**src/hdl/sync_slave_defs.svh**
```systemverilog
// Constants of the synchronous slave serial port: register map, fields, reset values.
// Overview of operation
// Software selects slave: clocked mode, enable, clock-source-master clear.
// Software disables analog function on clock, data pins.
// Ninth-bit enable captures 9-bit words, MSB in status.
// Receive data read returns low 8 bits from FIFO.
// Reception runs only while continuous receive enable set.
// Word done sets receive flag; request needs enable.
// Overrun holds until receive or port enable cleared.
// Only synchronous slave mode keeps shifting in sleep.
// Shift registers advance only on external serial clock.
// Software empties receive FIFO before sleeping to receive.
// External master supplies clock and data during sleep.
// Word received in sleep sets flag, wakes processor.
// Wake resumes next instruction; global enable calls vector.
// Software fills shift register and buffer before sleeping.
// Software sets transmit and peripheral enables before sleeping.
// Shift done: buffered byte moves in, transmit flag sets.
// Writing transmit data clears transmit flag.
// Receive request needs receive, peripheral, global enables.
// Software reads ninth bit before the low byte.
// Slave reception continuous; single receive enable ignored.
// One bit per clock period, polarity picks edge.
`ifndef SYNC_SLAVE_DEFS_SVH
`define SYNC_SLAVE_DEFS_SVH

// Register indices on the plain port.
`define RX_CTRL_IDX 3'h0
`define TX_CTRL_IDX 3'h1
`define BAUD_CTRL_IDX 3'h2
`define RX_DATA_IDX 3'h3
`define TX_DATA_IDX 3'h4
`define IRQ_CTRL_IDX 3'h5

// Receive status and control fields.
`define RX_PORT_EN_BIT 7
`define RX_NINTH_EN_BIT 6
`define RX_SINGLE_EN_BIT 5
`define RX_CONT_EN_BIT 4
`define RX_OVERRUN_BIT 1
`define RX_NINTH_BIT 0

// Transmit status and control fields.
`define TX_CLK_MASTER_BIT 7
`define TX_NINTH_EN_BIT 6
`define TX_EN_BIT 5
`define TX_SYNC_BIT 4
`define TX_SHIFT_EMPTY_BIT 1
`define TX_NINTH_BIT 0

// Baud control fields.
`define BAUD_RX_IDLE_BIT 6
`define BAUD_CLK_POL_BIT 4

// Interrupt control fields.
`define IRQ_GLOBAL_EN_BIT 7
`define IRQ_PERIPH_EN_BIT 6
`define IRQ_RX_EN_BIT 5
`define IRQ_TX_EN_BIT 4
`define IRQ_RX_FLAG_BIT 1
`define IRQ_TX_FLAG_BIT 0

// Reset values.
`define CTRL_RESET 8'h00
`define WORD_RESET 9'h000
`define RX_DEPTH_DEFAULT 2

// Word lengths in bits.
`define WORD_LEN_8 4'h8
`define WORD_LEN_9 4'h9

`endif

```
**src/hdl/sync_slave_pkg.sv**
```systemverilog
// Types of the synchronous slave serial port.
package sync_slave_pkg;
  typedef logic [8:0] word_t;
  typedef logic [7:0] byte_t;
  typedef logic [3:0] bit_count_t;
  typedef enum logic [1:0] {
    TX_IDLE,
    TX_SHIFTING
  } tx_state_t;
endpackage

```
**src/hdl/sync_slave_serial_port.sv**
```systemverilog
// Synchronous slave serial port: register port, receive FIFO, shift logic.
//
// The register offsets and strobed register access were decided locally.
`timescale 1ns/1ns
`default_nettype none
`include "sync_slave_defs.svh"
module sync_slave_serial_port #(
  parameter int RX_DEPTH = `RX_DEPTH_DEFAULT
) (
  // Clock and reset.
  input wire logic sys_clk,
  input wire logic nrst,
  // Register port.
  input wire logic [2:0] regAddr,
  input wire logic [7:0] regWrData,
  input wire logic regWrite,
  input wire logic regRead,
  output logic [7:0] regRdData,
  // Serial pins.
  input wire logic serialClkPin,
  input wire logic serialDataIn,
  output logic serialDataOut,
  output logic serialDataOe,
  // Processor power state and wake.
  input wire logic sleepMode,
  output logic wakeRequest,
  output logic vectorCall
);

  localparam int PTR_W = (RX_DEPTH > 1) ? $clog2(RX_DEPTH) : 1;

  initial begin
    if (RX_DEPTH < 2 || (RX_DEPTH & (RX_DEPTH - 1)) != 0) begin
      $error("RX_DEPTH must be a power of two of at least 2.");
    end
  end

  function automatic sync_slave_pkg::bit_count_t wordLen(input logic ninth);
    wordLen = ninth ? `WORD_LEN_9 : `WORD_LEN_8;
  endfunction

  function automatic logic addrHit(input logic [2:0] a, input logic [2:0] idx);
    addrHit = (a == idx);
  endfunction

  // Software-held control registers.
  logic [7:0] rxCtrl_reg;
  logic [7:0] txCtrl_reg;
  logic [7:0] baudCtrl_reg;
  logic [7:0] irqCtrl_reg;
  // Pin synchronisers.
  logic clkS1_reg, clkS2_reg, clkS3_reg, clkLevel_reg;
  logic datS1_reg, datS2_reg, datS3_reg, datLevel_reg;
  // Receive path.
  sync_slave_pkg::word_t rxShift_reg;
  sync_slave_pkg::bit_count_t rxCnt_reg;
  sync_slave_pkg::word_t rxFifo [RX_DEPTH];
  logic [PTR_W-1:0] rdPtr_reg, wrPtr_reg;
  logic [PTR_W:0] fillCnt_reg;
  logic overrun_reg;
  // Transmit path.
  sync_slave_pkg::tx_state_t txState_reg;
  sync_slave_pkg::word_t txShift_reg;
  sync_slave_pkg::bit_count_t txCnt_reg;
  sync_slave_pkg::word_t txBuf_reg;
  logic txBufFull_reg;

  // Decoding.
  wire wrRxCtrl = regWrite && addrHit(regAddr, `RX_CTRL_IDX);
  wire wrTxCtrl = regWrite && addrHit(regAddr, `TX_CTRL_IDX);
  wire wrBaud = regWrite && addrHit(regAddr, `BAUD_CTRL_IDX);
  wire wrTxData = regWrite && addrHit(regAddr, `TX_DATA_IDX);
  wire wrIrq = regWrite && addrHit(regAddr, `IRQ_CTRL_IDX);
  wire rdRxData = regRead && addrHit(regAddr, `RX_DATA_IDX);

  wire portEn = rxCtrl_reg[`RX_PORT_EN_BIT];
  wire contEn = rxCtrl_reg[`RX_CONT_EN_BIT];
  wire singleEn = rxCtrl_reg[`RX_SINGLE_EN_BIT];
  wire rxNinth = rxCtrl_reg[`RX_NINTH_EN_BIT];
  wire txNinth = txCtrl_reg[`TX_NINTH_EN_BIT];
  wire clkPol = baudCtrl_reg[`BAUD_CLK_POL_BIT];
  // The port only shifts as a clocked-mode slave; other modes would need
  // the system clock, which is gone in sleep, so they never shift here.
  wire slaveMode = portEn && txCtrl_reg[`TX_SYNC_BIT]
    && !txCtrl_reg[`TX_CLK_MASTER_BIT];
  // A port disable resets all serial state but the FIFO storage and the pin synchronisers.
  wire portReset = !portEn;

  // Serial clock edges, seen once the second and third stages agree.
  wire clkStable = (clkS2_reg == clkS3_reg);
  wire clkRise = clkStable && clkS3_reg && !clkLevel_reg;
  wire clkFall = clkStable && !clkS3_reg && clkLevel_reg;
  wire datStable = (datS2_reg == datS3_reg);
  wire datNext = datStable ? datS3_reg : datLevel_reg;
  // Data is sampled on one edge and launched on the other.
  wire sampleEdge = slaveMode && (clkPol ? clkFall : clkRise);
  wire launchEdge = slaveMode && (clkPol ? clkRise : clkFall);

  // Receive decisions; the single receive enable plays no part.
  wire rxEnable = slaveMode && contEn;
  wire rxActive = rxEnable && !overrun_reg;
  wire rxLastBit = (rxCnt_reg == wordLen(rxNinth) - 4'h1);
  wire rxWordDone = rxActive && sampleEdge && rxLastBit;
  wire fifoFull = (fillCnt_reg == RX_DEPTH[PTR_W:0]);
  wire fifoEmpty = (fillCnt_reg == '0);
  wire rxPush = rxWordDone && !fifoFull;
  wire rxOverflow = rxWordDone && fifoFull;
  wire rxPop = rdRxData && !fifoEmpty;
  // Bits enter at the top and move down, so the first bit ends at bit 0.
  wire [8:0] rxShifted = {datNext, rxShift_reg[8:1]};
  wire [8:0] rxWord = rxNinth ? rxShifted : {1'b0, rxShifted[8:1]};
  sync_slave_pkg::word_t fifoHead;
  // An empty FIFO reads as zero, since its storage has no reset.
  assign fifoHead = fifoEmpty ? sync_slave_pkg::word_t'(0) : rxFifo[rdPtr_reg];
  wire rxFlag = !fifoEmpty;

  // Transmit decisions.
  wire txModeSel = slaveMode && txCtrl_reg[`TX_EN_BIT] && !contEn && !singleEn;
  wire txLastBit = (txCnt_reg == wordLen(txNinth) - 4'h1);
  wire txWordDone = (txState_reg == sync_slave_pkg::TX_SHIFTING) && sampleEdge && txLastBit;
  wire txShiftFree = (txState_reg == sync_slave_pkg::TX_IDLE) || txWordDone;
  wire txLoad = txModeSel && txShiftFree && txBufFull_reg;
  wire txFlag = !txBufFull_reg;
  wire [8:0] txWord = {txCtrl_reg[`TX_NINTH_BIT], regWrData};
  wire txShiftEmpty = (txState_reg == sync_slave_pkg::TX_IDLE);

  // Interrupt requests toward the processor.
  wire rxIrq = rxFlag && irqCtrl_reg[`IRQ_RX_EN_BIT];
  wire txIrq = txFlag && irqCtrl_reg[`IRQ_TX_EN_BIT];
  wire periphIrq = (rxIrq || txIrq) && irqCtrl_reg[`IRQ_PERIPH_EN_BIT];
  wire vectorNext = periphIrq && irqCtrl_reg[`IRQ_GLOBAL_EN_BIT];

  // Read data selection.
  wire [7:0] rxCtrlView = {rxCtrl_reg[7:4], 2'b00, overrun_reg, fifoHead[8]};
  wire [7:0] txCtrlView = {txCtrl_reg[7:4], 1'b0, txCtrl_reg[2], txShiftEmpty,
    txCtrl_reg[0]};
  wire [7:0] baudView = {1'b0, !(rxActive && rxCnt_reg != '0), 1'b0,
    baudCtrl_reg[4:0]};
  wire [7:0] irqView = {irqCtrl_reg[7:4], 2'b00, rxFlag, txFlag};
  wire [7:0] rdMux =
    addrHit(regAddr, `RX_CTRL_IDX) ? rxCtrlView :
    addrHit(regAddr, `TX_CTRL_IDX) ? txCtrlView :
    addrHit(regAddr, `BAUD_CTRL_IDX) ? baudView :
    addrHit(regAddr, `RX_DATA_IDX) ? fifoHead[7:0] :
    addrHit(regAddr, `IRQ_CTRL_IDX) ? irqView : 8'h00;

  // Control registers.
  always_ff @(posedge sys_clk or negedge nrst) begin
    if (!nrst) begin
      rxCtrl_reg <= `CTRL_RESET;
      txCtrl_reg <= `CTRL_RESET;
      baudCtrl_reg <= `CTRL_RESET;
      irqCtrl_reg <= `CTRL_RESET;
    end else begin
      if (wrRxCtrl) begin
        rxCtrl_reg <= {regWrData[7:4], 4'h0};
      end
      if (wrTxCtrl) begin
        txCtrl_reg <= {regWrData[7:4], 1'b0, regWrData[2], 1'b0, regWrData[0]};
      end
      if (wrBaud) begin
        baudCtrl_reg <= {3'h0, regWrData[4:0]};
      end
      if (wrIrq) begin
        irqCtrl_reg <= {regWrData[7:4], 4'h0};
      end
    end
  end

  // Read data stands only in the cycle after the strobe.
  always_ff @(posedge sys_clk or negedge nrst) begin
    if (!nrst) begin
      regRdData <= 8'h00;
    end else begin
      regRdData <= regRead ? rdMux : 8'h00;
    end
  end

  // Three-stage synchronisers; the debounced level follows agreement.
  always_ff @(posedge sys_clk or negedge nrst) begin
    if (!nrst) begin
      clkS1_reg <= 1'b0;
      clkS2_reg <= 1'b0;
      clkS3_reg <= 1'b0;
      clkLevel_reg <= 1'b0;
      datS1_reg <= 1'b0;
      datS2_reg <= 1'b0;
      datS3_reg <= 1'b0;
      datLevel_reg <= 1'b0;
    end else begin
      clkS1_reg <= serialClkPin;
      clkS2_reg <= clkS1_reg;
      clkS3_reg <= clkS2_reg;
      clkLevel_reg <= clkStable ? clkS3_reg : clkLevel_reg;
      datS1_reg <= serialDataIn;
      datS2_reg <= datS1_reg;
      datS3_reg <= datS2_reg;
      datLevel_reg <= datNext;
    end
  end

  // Receive shift register and bit count.
  always_ff @(posedge sys_clk or negedge nrst) begin
    if (!nrst) begin
      rxShift_reg <= `WORD_RESET;
      rxCnt_reg <= '0;
    end else if (portReset || !rxActive) begin
      rxShift_reg <= `WORD_RESET;
      rxCnt_reg <= '0;
    end else if (sampleEdge) begin
      rxShift_reg <= rxShifted;
      rxCnt_reg <= rxLastBit ? 4'h0 : rxCnt_reg + 4'h1;
    end
  end

  // Receive FIFO storage; words hold nine bits, the ninth read separately.
  always_ff @(posedge sys_clk) begin
    if (rxPush) begin
      rxFifo[wrPtr_reg] <= rxWord;
    end
  end

  // FIFO pointers; a push and a pop in one cycle keep the fill count.
  always_ff @(posedge sys_clk or negedge nrst) begin
    if (!nrst) begin
      rdPtr_reg <= '0;
      wrPtr_reg <= '0;
      fillCnt_reg <= '0;
    end else if (portReset) begin
      rdPtr_reg <= '0;
      wrPtr_reg <= '0;
      fillCnt_reg <= '0;
    end else begin
      if (rxPush) begin
        wrPtr_reg <= wrPtr_reg + 1'b1;
      end
      if (rxPop) begin
        rdPtr_reg <= rdPtr_reg + 1'b1;
      end
      fillCnt_reg <= fillCnt_reg + {{PTR_W{1'b0}}, rxPush}
        - {{PTR_W{1'b0}}, rxPop};
    end
  end

  // Overrun holds reception until software drops the continuous receive enable or the port enable.
  always_ff @(posedge sys_clk or negedge nrst) begin
    if (!nrst) begin
      overrun_reg <= 1'b0;
    end else if (rxOverflow) begin
      overrun_reg <= 1'b1;
    end else if (portReset || !contEn) begin
      overrun_reg <= 1'b0;
    end
  end

  // Transmit holding buffer; the set from software wins over a move out.
  always_ff @(posedge sys_clk or negedge nrst) begin
    if (!nrst) begin
      txBuf_reg <= `WORD_RESET;
      txBufFull_reg <= 1'b0;
    end else if (portReset) begin
      txBuf_reg <= `WORD_RESET;
      txBufFull_reg <= 1'b0;
    end else if (wrTxData) begin
      txBuf_reg <= txWord;
      txBufFull_reg <= 1'b1;
    end else if (txLoad) begin
      txBufFull_reg <= 1'b0;
    end
  end

  // Transmit shift register; the first bit is presented at load.
  always_ff @(posedge sys_clk or negedge nrst) begin
    if (!nrst) begin
      txState_reg <= sync_slave_pkg::TX_IDLE;
      txShift_reg <= `WORD_RESET;
      txCnt_reg <= '0;
    end else if (portReset || !txModeSel) begin
      txState_reg <= sync_slave_pkg::TX_IDLE;
      txShift_reg <= `WORD_RESET;
      txCnt_reg <= '0;
    end else begin
      case (txState_reg)
        sync_slave_pkg::TX_IDLE: begin
          if (txLoad) begin
            txShift_reg <= txBuf_reg;
            txCnt_reg <= '0;
            txState_reg <= sync_slave_pkg::TX_SHIFTING;
          end
        end
        sync_slave_pkg::TX_SHIFTING: begin
          if (txWordDone) begin
            // The next word follows with no gap when the buffer holds one.
            txShift_reg <= txBuf_reg;
            txCnt_reg <= '0;
            txState_reg <= txLoad ? sync_slave_pkg::TX_SHIFTING :
              sync_slave_pkg::TX_IDLE;
          end else if (sampleEdge) begin
            txCnt_reg <= txCnt_reg + 4'h1;
          end else if (launchEdge && txCnt_reg != '0) begin
            txShift_reg <= {1'b0, txShift_reg[8:1]};
          end
        end
        default: begin
          txState_reg <= sync_slave_pkg::TX_IDLE;
        end
      endcase
    end
  end

  // Data pin drive and wake outputs come from flip-flops.
  always_ff @(posedge sys_clk or negedge nrst) begin
    if (!nrst) begin
      serialDataOut <= 1'b0;
      serialDataOe <= 1'b0;
      wakeRequest <= 1'b0;
      vectorCall <= 1'b0;
    end else begin
      serialDataOut <= txShift_reg[0];
      serialDataOe <= txModeSel;
      // Wake leaves sleep at the next instruction; the vector call needs
      // the global enable on top.
      wakeRequest <= periphIrq && sleepMode;
      vectorCall <= vectorNext;
    end
  end

endmodule // sync_slave_serial_port
`default_nettype wire

```
**config.mk**
```make
export PLATFORM = sky130hd
export DESIGN_NAME = sync_slave_serial_port
export DESIGN_NICKNAME = d
export VERILOG_FILES = /design/src/hdl/sync_slave_pkg.sv /design/src/hdl/sync_slave_serial_port.sv
export VERILOG_INCLUDE_DIRS = /design/src /design/src/hdl
export SDC_FILE = /design/constraint.sdc
export NUM_CORES = 1
export LEC_CHECK = 0
export BUFFER_PORTS_ARGS = -buffer_cell sky130_fd_sc_hd__buf_2
export CAP_MARGIN = 40
export CORE_AREA = 2 2 115 95
export DETAILED_ROUTE_END_ITERATION = 8
export DIE_AREA = 0 0 117 97
export PLACE_DENSITY = 0.66
export SYNTH_ARGS = -nofsm -noshare
export SYNTH_HDL_FRONTEND = slang
export SYNTH_SLANG_ARGS = --single-unit
```
**constraint.sdc**
```tcl
create_clock -name sys_clk -period 3.75 [get_ports sys_clk]
set_clock_uncertainty 0.05 [all_clocks]
set_input_delay 0.75 -clock sys_clk [delete_from_list [all_inputs] [get_ports sys_clk]]
set_output_delay 0.75 -clock sys_clk [all_outputs]
set_load 0.1 [all_outputs]
```
==> reports/metrics.csv <==
metric,value,unit
status,finished clean,
fin_ws,790,ps
worst-setup-path-type,flop to flop,
vdd_drop_max,0.204,mV
switching_share,27.1,%
synth_edf_count,18,
synth_ff_type,dfrtp_1,
p_comb_share,11.2,%
netlist_area,0.00450,mm2
pwr-share-clk,36.6,%
clk_latency,350,ps
period_share,78.9,%
fillers,911,
firstDrtPassIters,4,
largest_reg_flops,18,
diodes,0,
final_nets,464,
setup_tns,0,ps
cts.sinks,98,
cpMaxStageDelayCell,dfrtp_1,
drtIter0Drc,266,
detail_route.drc_violations,0,
htree_levels,3,
avgSynthCellArea,10.9,um2
rsz0062_at_grt,no,
synth-seq-area-share,56.5,%
cp_top_family,simple AND/OR/NAND/NOR gates,
yosys.cell_types.count,57,
p_leak,2.14,nW
power.net_switching,630,uW
std_cell_rows,33,
crit_required,3670,ps
io_pins,30,
start_util,44.5,%
ys_async_sr_fraction,81.6,%
hold_violations,0,
intPower,1.70,mW
post_cts_resized,0,
startpoint_type,flop,
synthCells,412,
portBuffers,29,
die_x,117,um
drive_above_1_share,19.0,%
wl_per_cell,16.1,um
multiInputGateArea,0.00179,mm2
cp_slowest_stage_delay,680,ps
synth_seq_cells,98,
cts_root_buf,clkbuf_16,
finalSetupViolCount,0,
areaGrowthSynthToFinish,12.4,%
fmax,338,MHz
yosysWarnings,0,
p_per_area,459,mW/mm2
p_seq_share,52.2,%
regArea,0.00254,mm2
cts_tree,yes,
place_congestion,0.835,
crit_chain,"and3b_2, nand3b_1, nand4b_2, nor2_1",
cts-hold-fix-buffers,0,
drtAntennaViolNets,0,
antenna_found_initial,0,
crit_arrival,2880,ps
die_height,97,um
clk_pin_slew,70,ps
drv_slew,0,
dieArea,0.0113,mm2
synth_fp_nets,438,
dp_slack,788,ps
grt_pass1_vias,3012,
tightest_slew,742,ps
grt_overflow,0,
vias_per_cell,5.36,
fin_crit,2960,ps
crit_buf_inv,0,
grt_usage,17.8,%
cts_buffers,9,
path_max_fanout,18,
slew-limit-headroom,50.3,%
grt_max_degree,65,
dp_hpwl,6670,um
grt_pass1_wl,15500,um
wl,9410,um
cts_max_path_buffers,2,
core,0.0101,mm2
hold_path_class,primary input to asynchronous set/reset pin,
endpoint_kind,flop,
maxCapViolCount,0,
cts_setup_buffers,0,
vias,3125,
## path summary, 6_finish.rpt
path                          startpoint             to  slack (ps)  cells past startpoint
hold / removal                      nrst  serialDataOut         210                      1
max in group asynchronous           nrst   regRdData[4]        2860                      2
min in group sys_clk           clkS1_reg      clkS2_reg         300                      0
setup / recovery           rxCtrl_reg[7]   rxFifo[0][1]         790                      4
setup reg to reg           rxCtrl_reg[7]   rxFifo[0][1]         790                      4
hold reg to reg                clkS1_reg      clkS2_reg         300                      0
## layout make-up
class / instances / area share (%)
repair buffers: 32 / 3.76
inverters: 25 / 1.85
multi-input cells: 272 / 35.4
clock inverters: 6 / 0.840
well taps: 140 / 3.46
clock buffers: 10 / 4.52
flip-flops and latches: 98 / 50.2
## synthesized netlist by cell type (4+ instances only)
library cell | instances | area share, %
dfrtp_1 | 80 | 44
o211ai_1 | 4 | 0.67
a21boi_0 | 5 | 0.83
o21ai_0 | 23 | 2.6
nand2_1 | 61 | 5.1
inv_1 | 24 | 2.0
nand3b_1 | 4 | 0.67
mux2_2 | 30 | 7.5
nor2_1 | 21 | 1.8
clkbuf_1 | 11 | 0.92
buf_2 | 4 | 0.44
edfxtp_1 | 18 | 12
nand2b_1 | 4 | 0.56
nand3_1 | 7 | 0.78
a21oi_1 | 23 | 2.6
a22oi_1 | 4 | 0.67
nor2b_1 | 5 | 0.69
and2_1 | 8 | 1.1
mux2i_1 | 6 | 1.3
a32oi_1 | 8 | 1.6
ha_1 | 8 | 2.2
a21boi_1 | 7 | 1.2
nor3b_1 | 4 | 0.67
## placed cells by master, fill, tap and decap left out, types with 2 or more instances in the layout
cell       count
dfrtp_1       80
nor2_1        21
a22oi_1        4
edfxtp_1      18
a21oi_1       23
buf_2         28
o31ai_1        2
nand2_1       61
ha_1           8
a21boi_1       7
a32oi_1        8
buf_4          3
mux2i_1        6
xnor2_1        2
nand3_1        7
and2_1         8
mux2_2        30
o22ai_1        3
a31oi_1        3
o21ai_0       23
o211ai_1       4
nor3b_1        4
clkbuf_16      9
nand2b_1       4
a21boi_0       5
nand3b_1       4
inv_1         24
and3_1         3
clkinv_4       2
nor2b_1        5
nand4bb_1      2
## kinds of logic after synthesis
| logic type | Yosys count | synth area share (%) |
|---|---|---|
| compound gates | 93 | 13.3 |
| xor+xnor | 3 | 0.584 |
| fa+ha+maj | 9 | 2.45 |
| buf+inv | 42 | 3.78 |
| flops | 98 | 56.5 |
| mux | 36 | 8.84 |
| simple gates | 131 | 14.6 |
## through the flow
step	instance area (um2)	hold slack, ps	instances	util [%]	total power [mW]
floorplan	4500	281	412	-	1.41
global placement	4760	285	566	47.1	1.49
detailed placement	4790	286	567	47.4	1.50
CTS	5060	209	583	50.1	2.35
global route	5060	209	583	50.1	2.43
finish	5060	211	583	50.1	2.33
## power groups by stage
stage / sequential (mW) / clock (mW) / combinational [mW]
floorplan: 1.26 / 0 / 0.142
global placement: 1.23 / 0 / 0.255
detailed placement: 1.23 / 0 / 0.263
CTS: 1.21 / 0.875 / 0.264
global route: 1.22 / 0.924 / 0.285
finish: 1.21 / 0.851 / 0.262
## metal layers
metal	global-route usage, %	vias up	share of wire, %
met5	0	-	0
met4	6.06	0	1.1
met3	4.45	10	4.8
met2	24.0	72	43
met1	27.6	1546	51
li1	-	1497	-
## worst register-to-register path: stages (launching register included)
cell	delay, ps
dfrtp_1	680
and3b_2	370
nand3b_1	430
nand4b_2	450
nor2_1	610
Power figures use the tool's default switching activity.
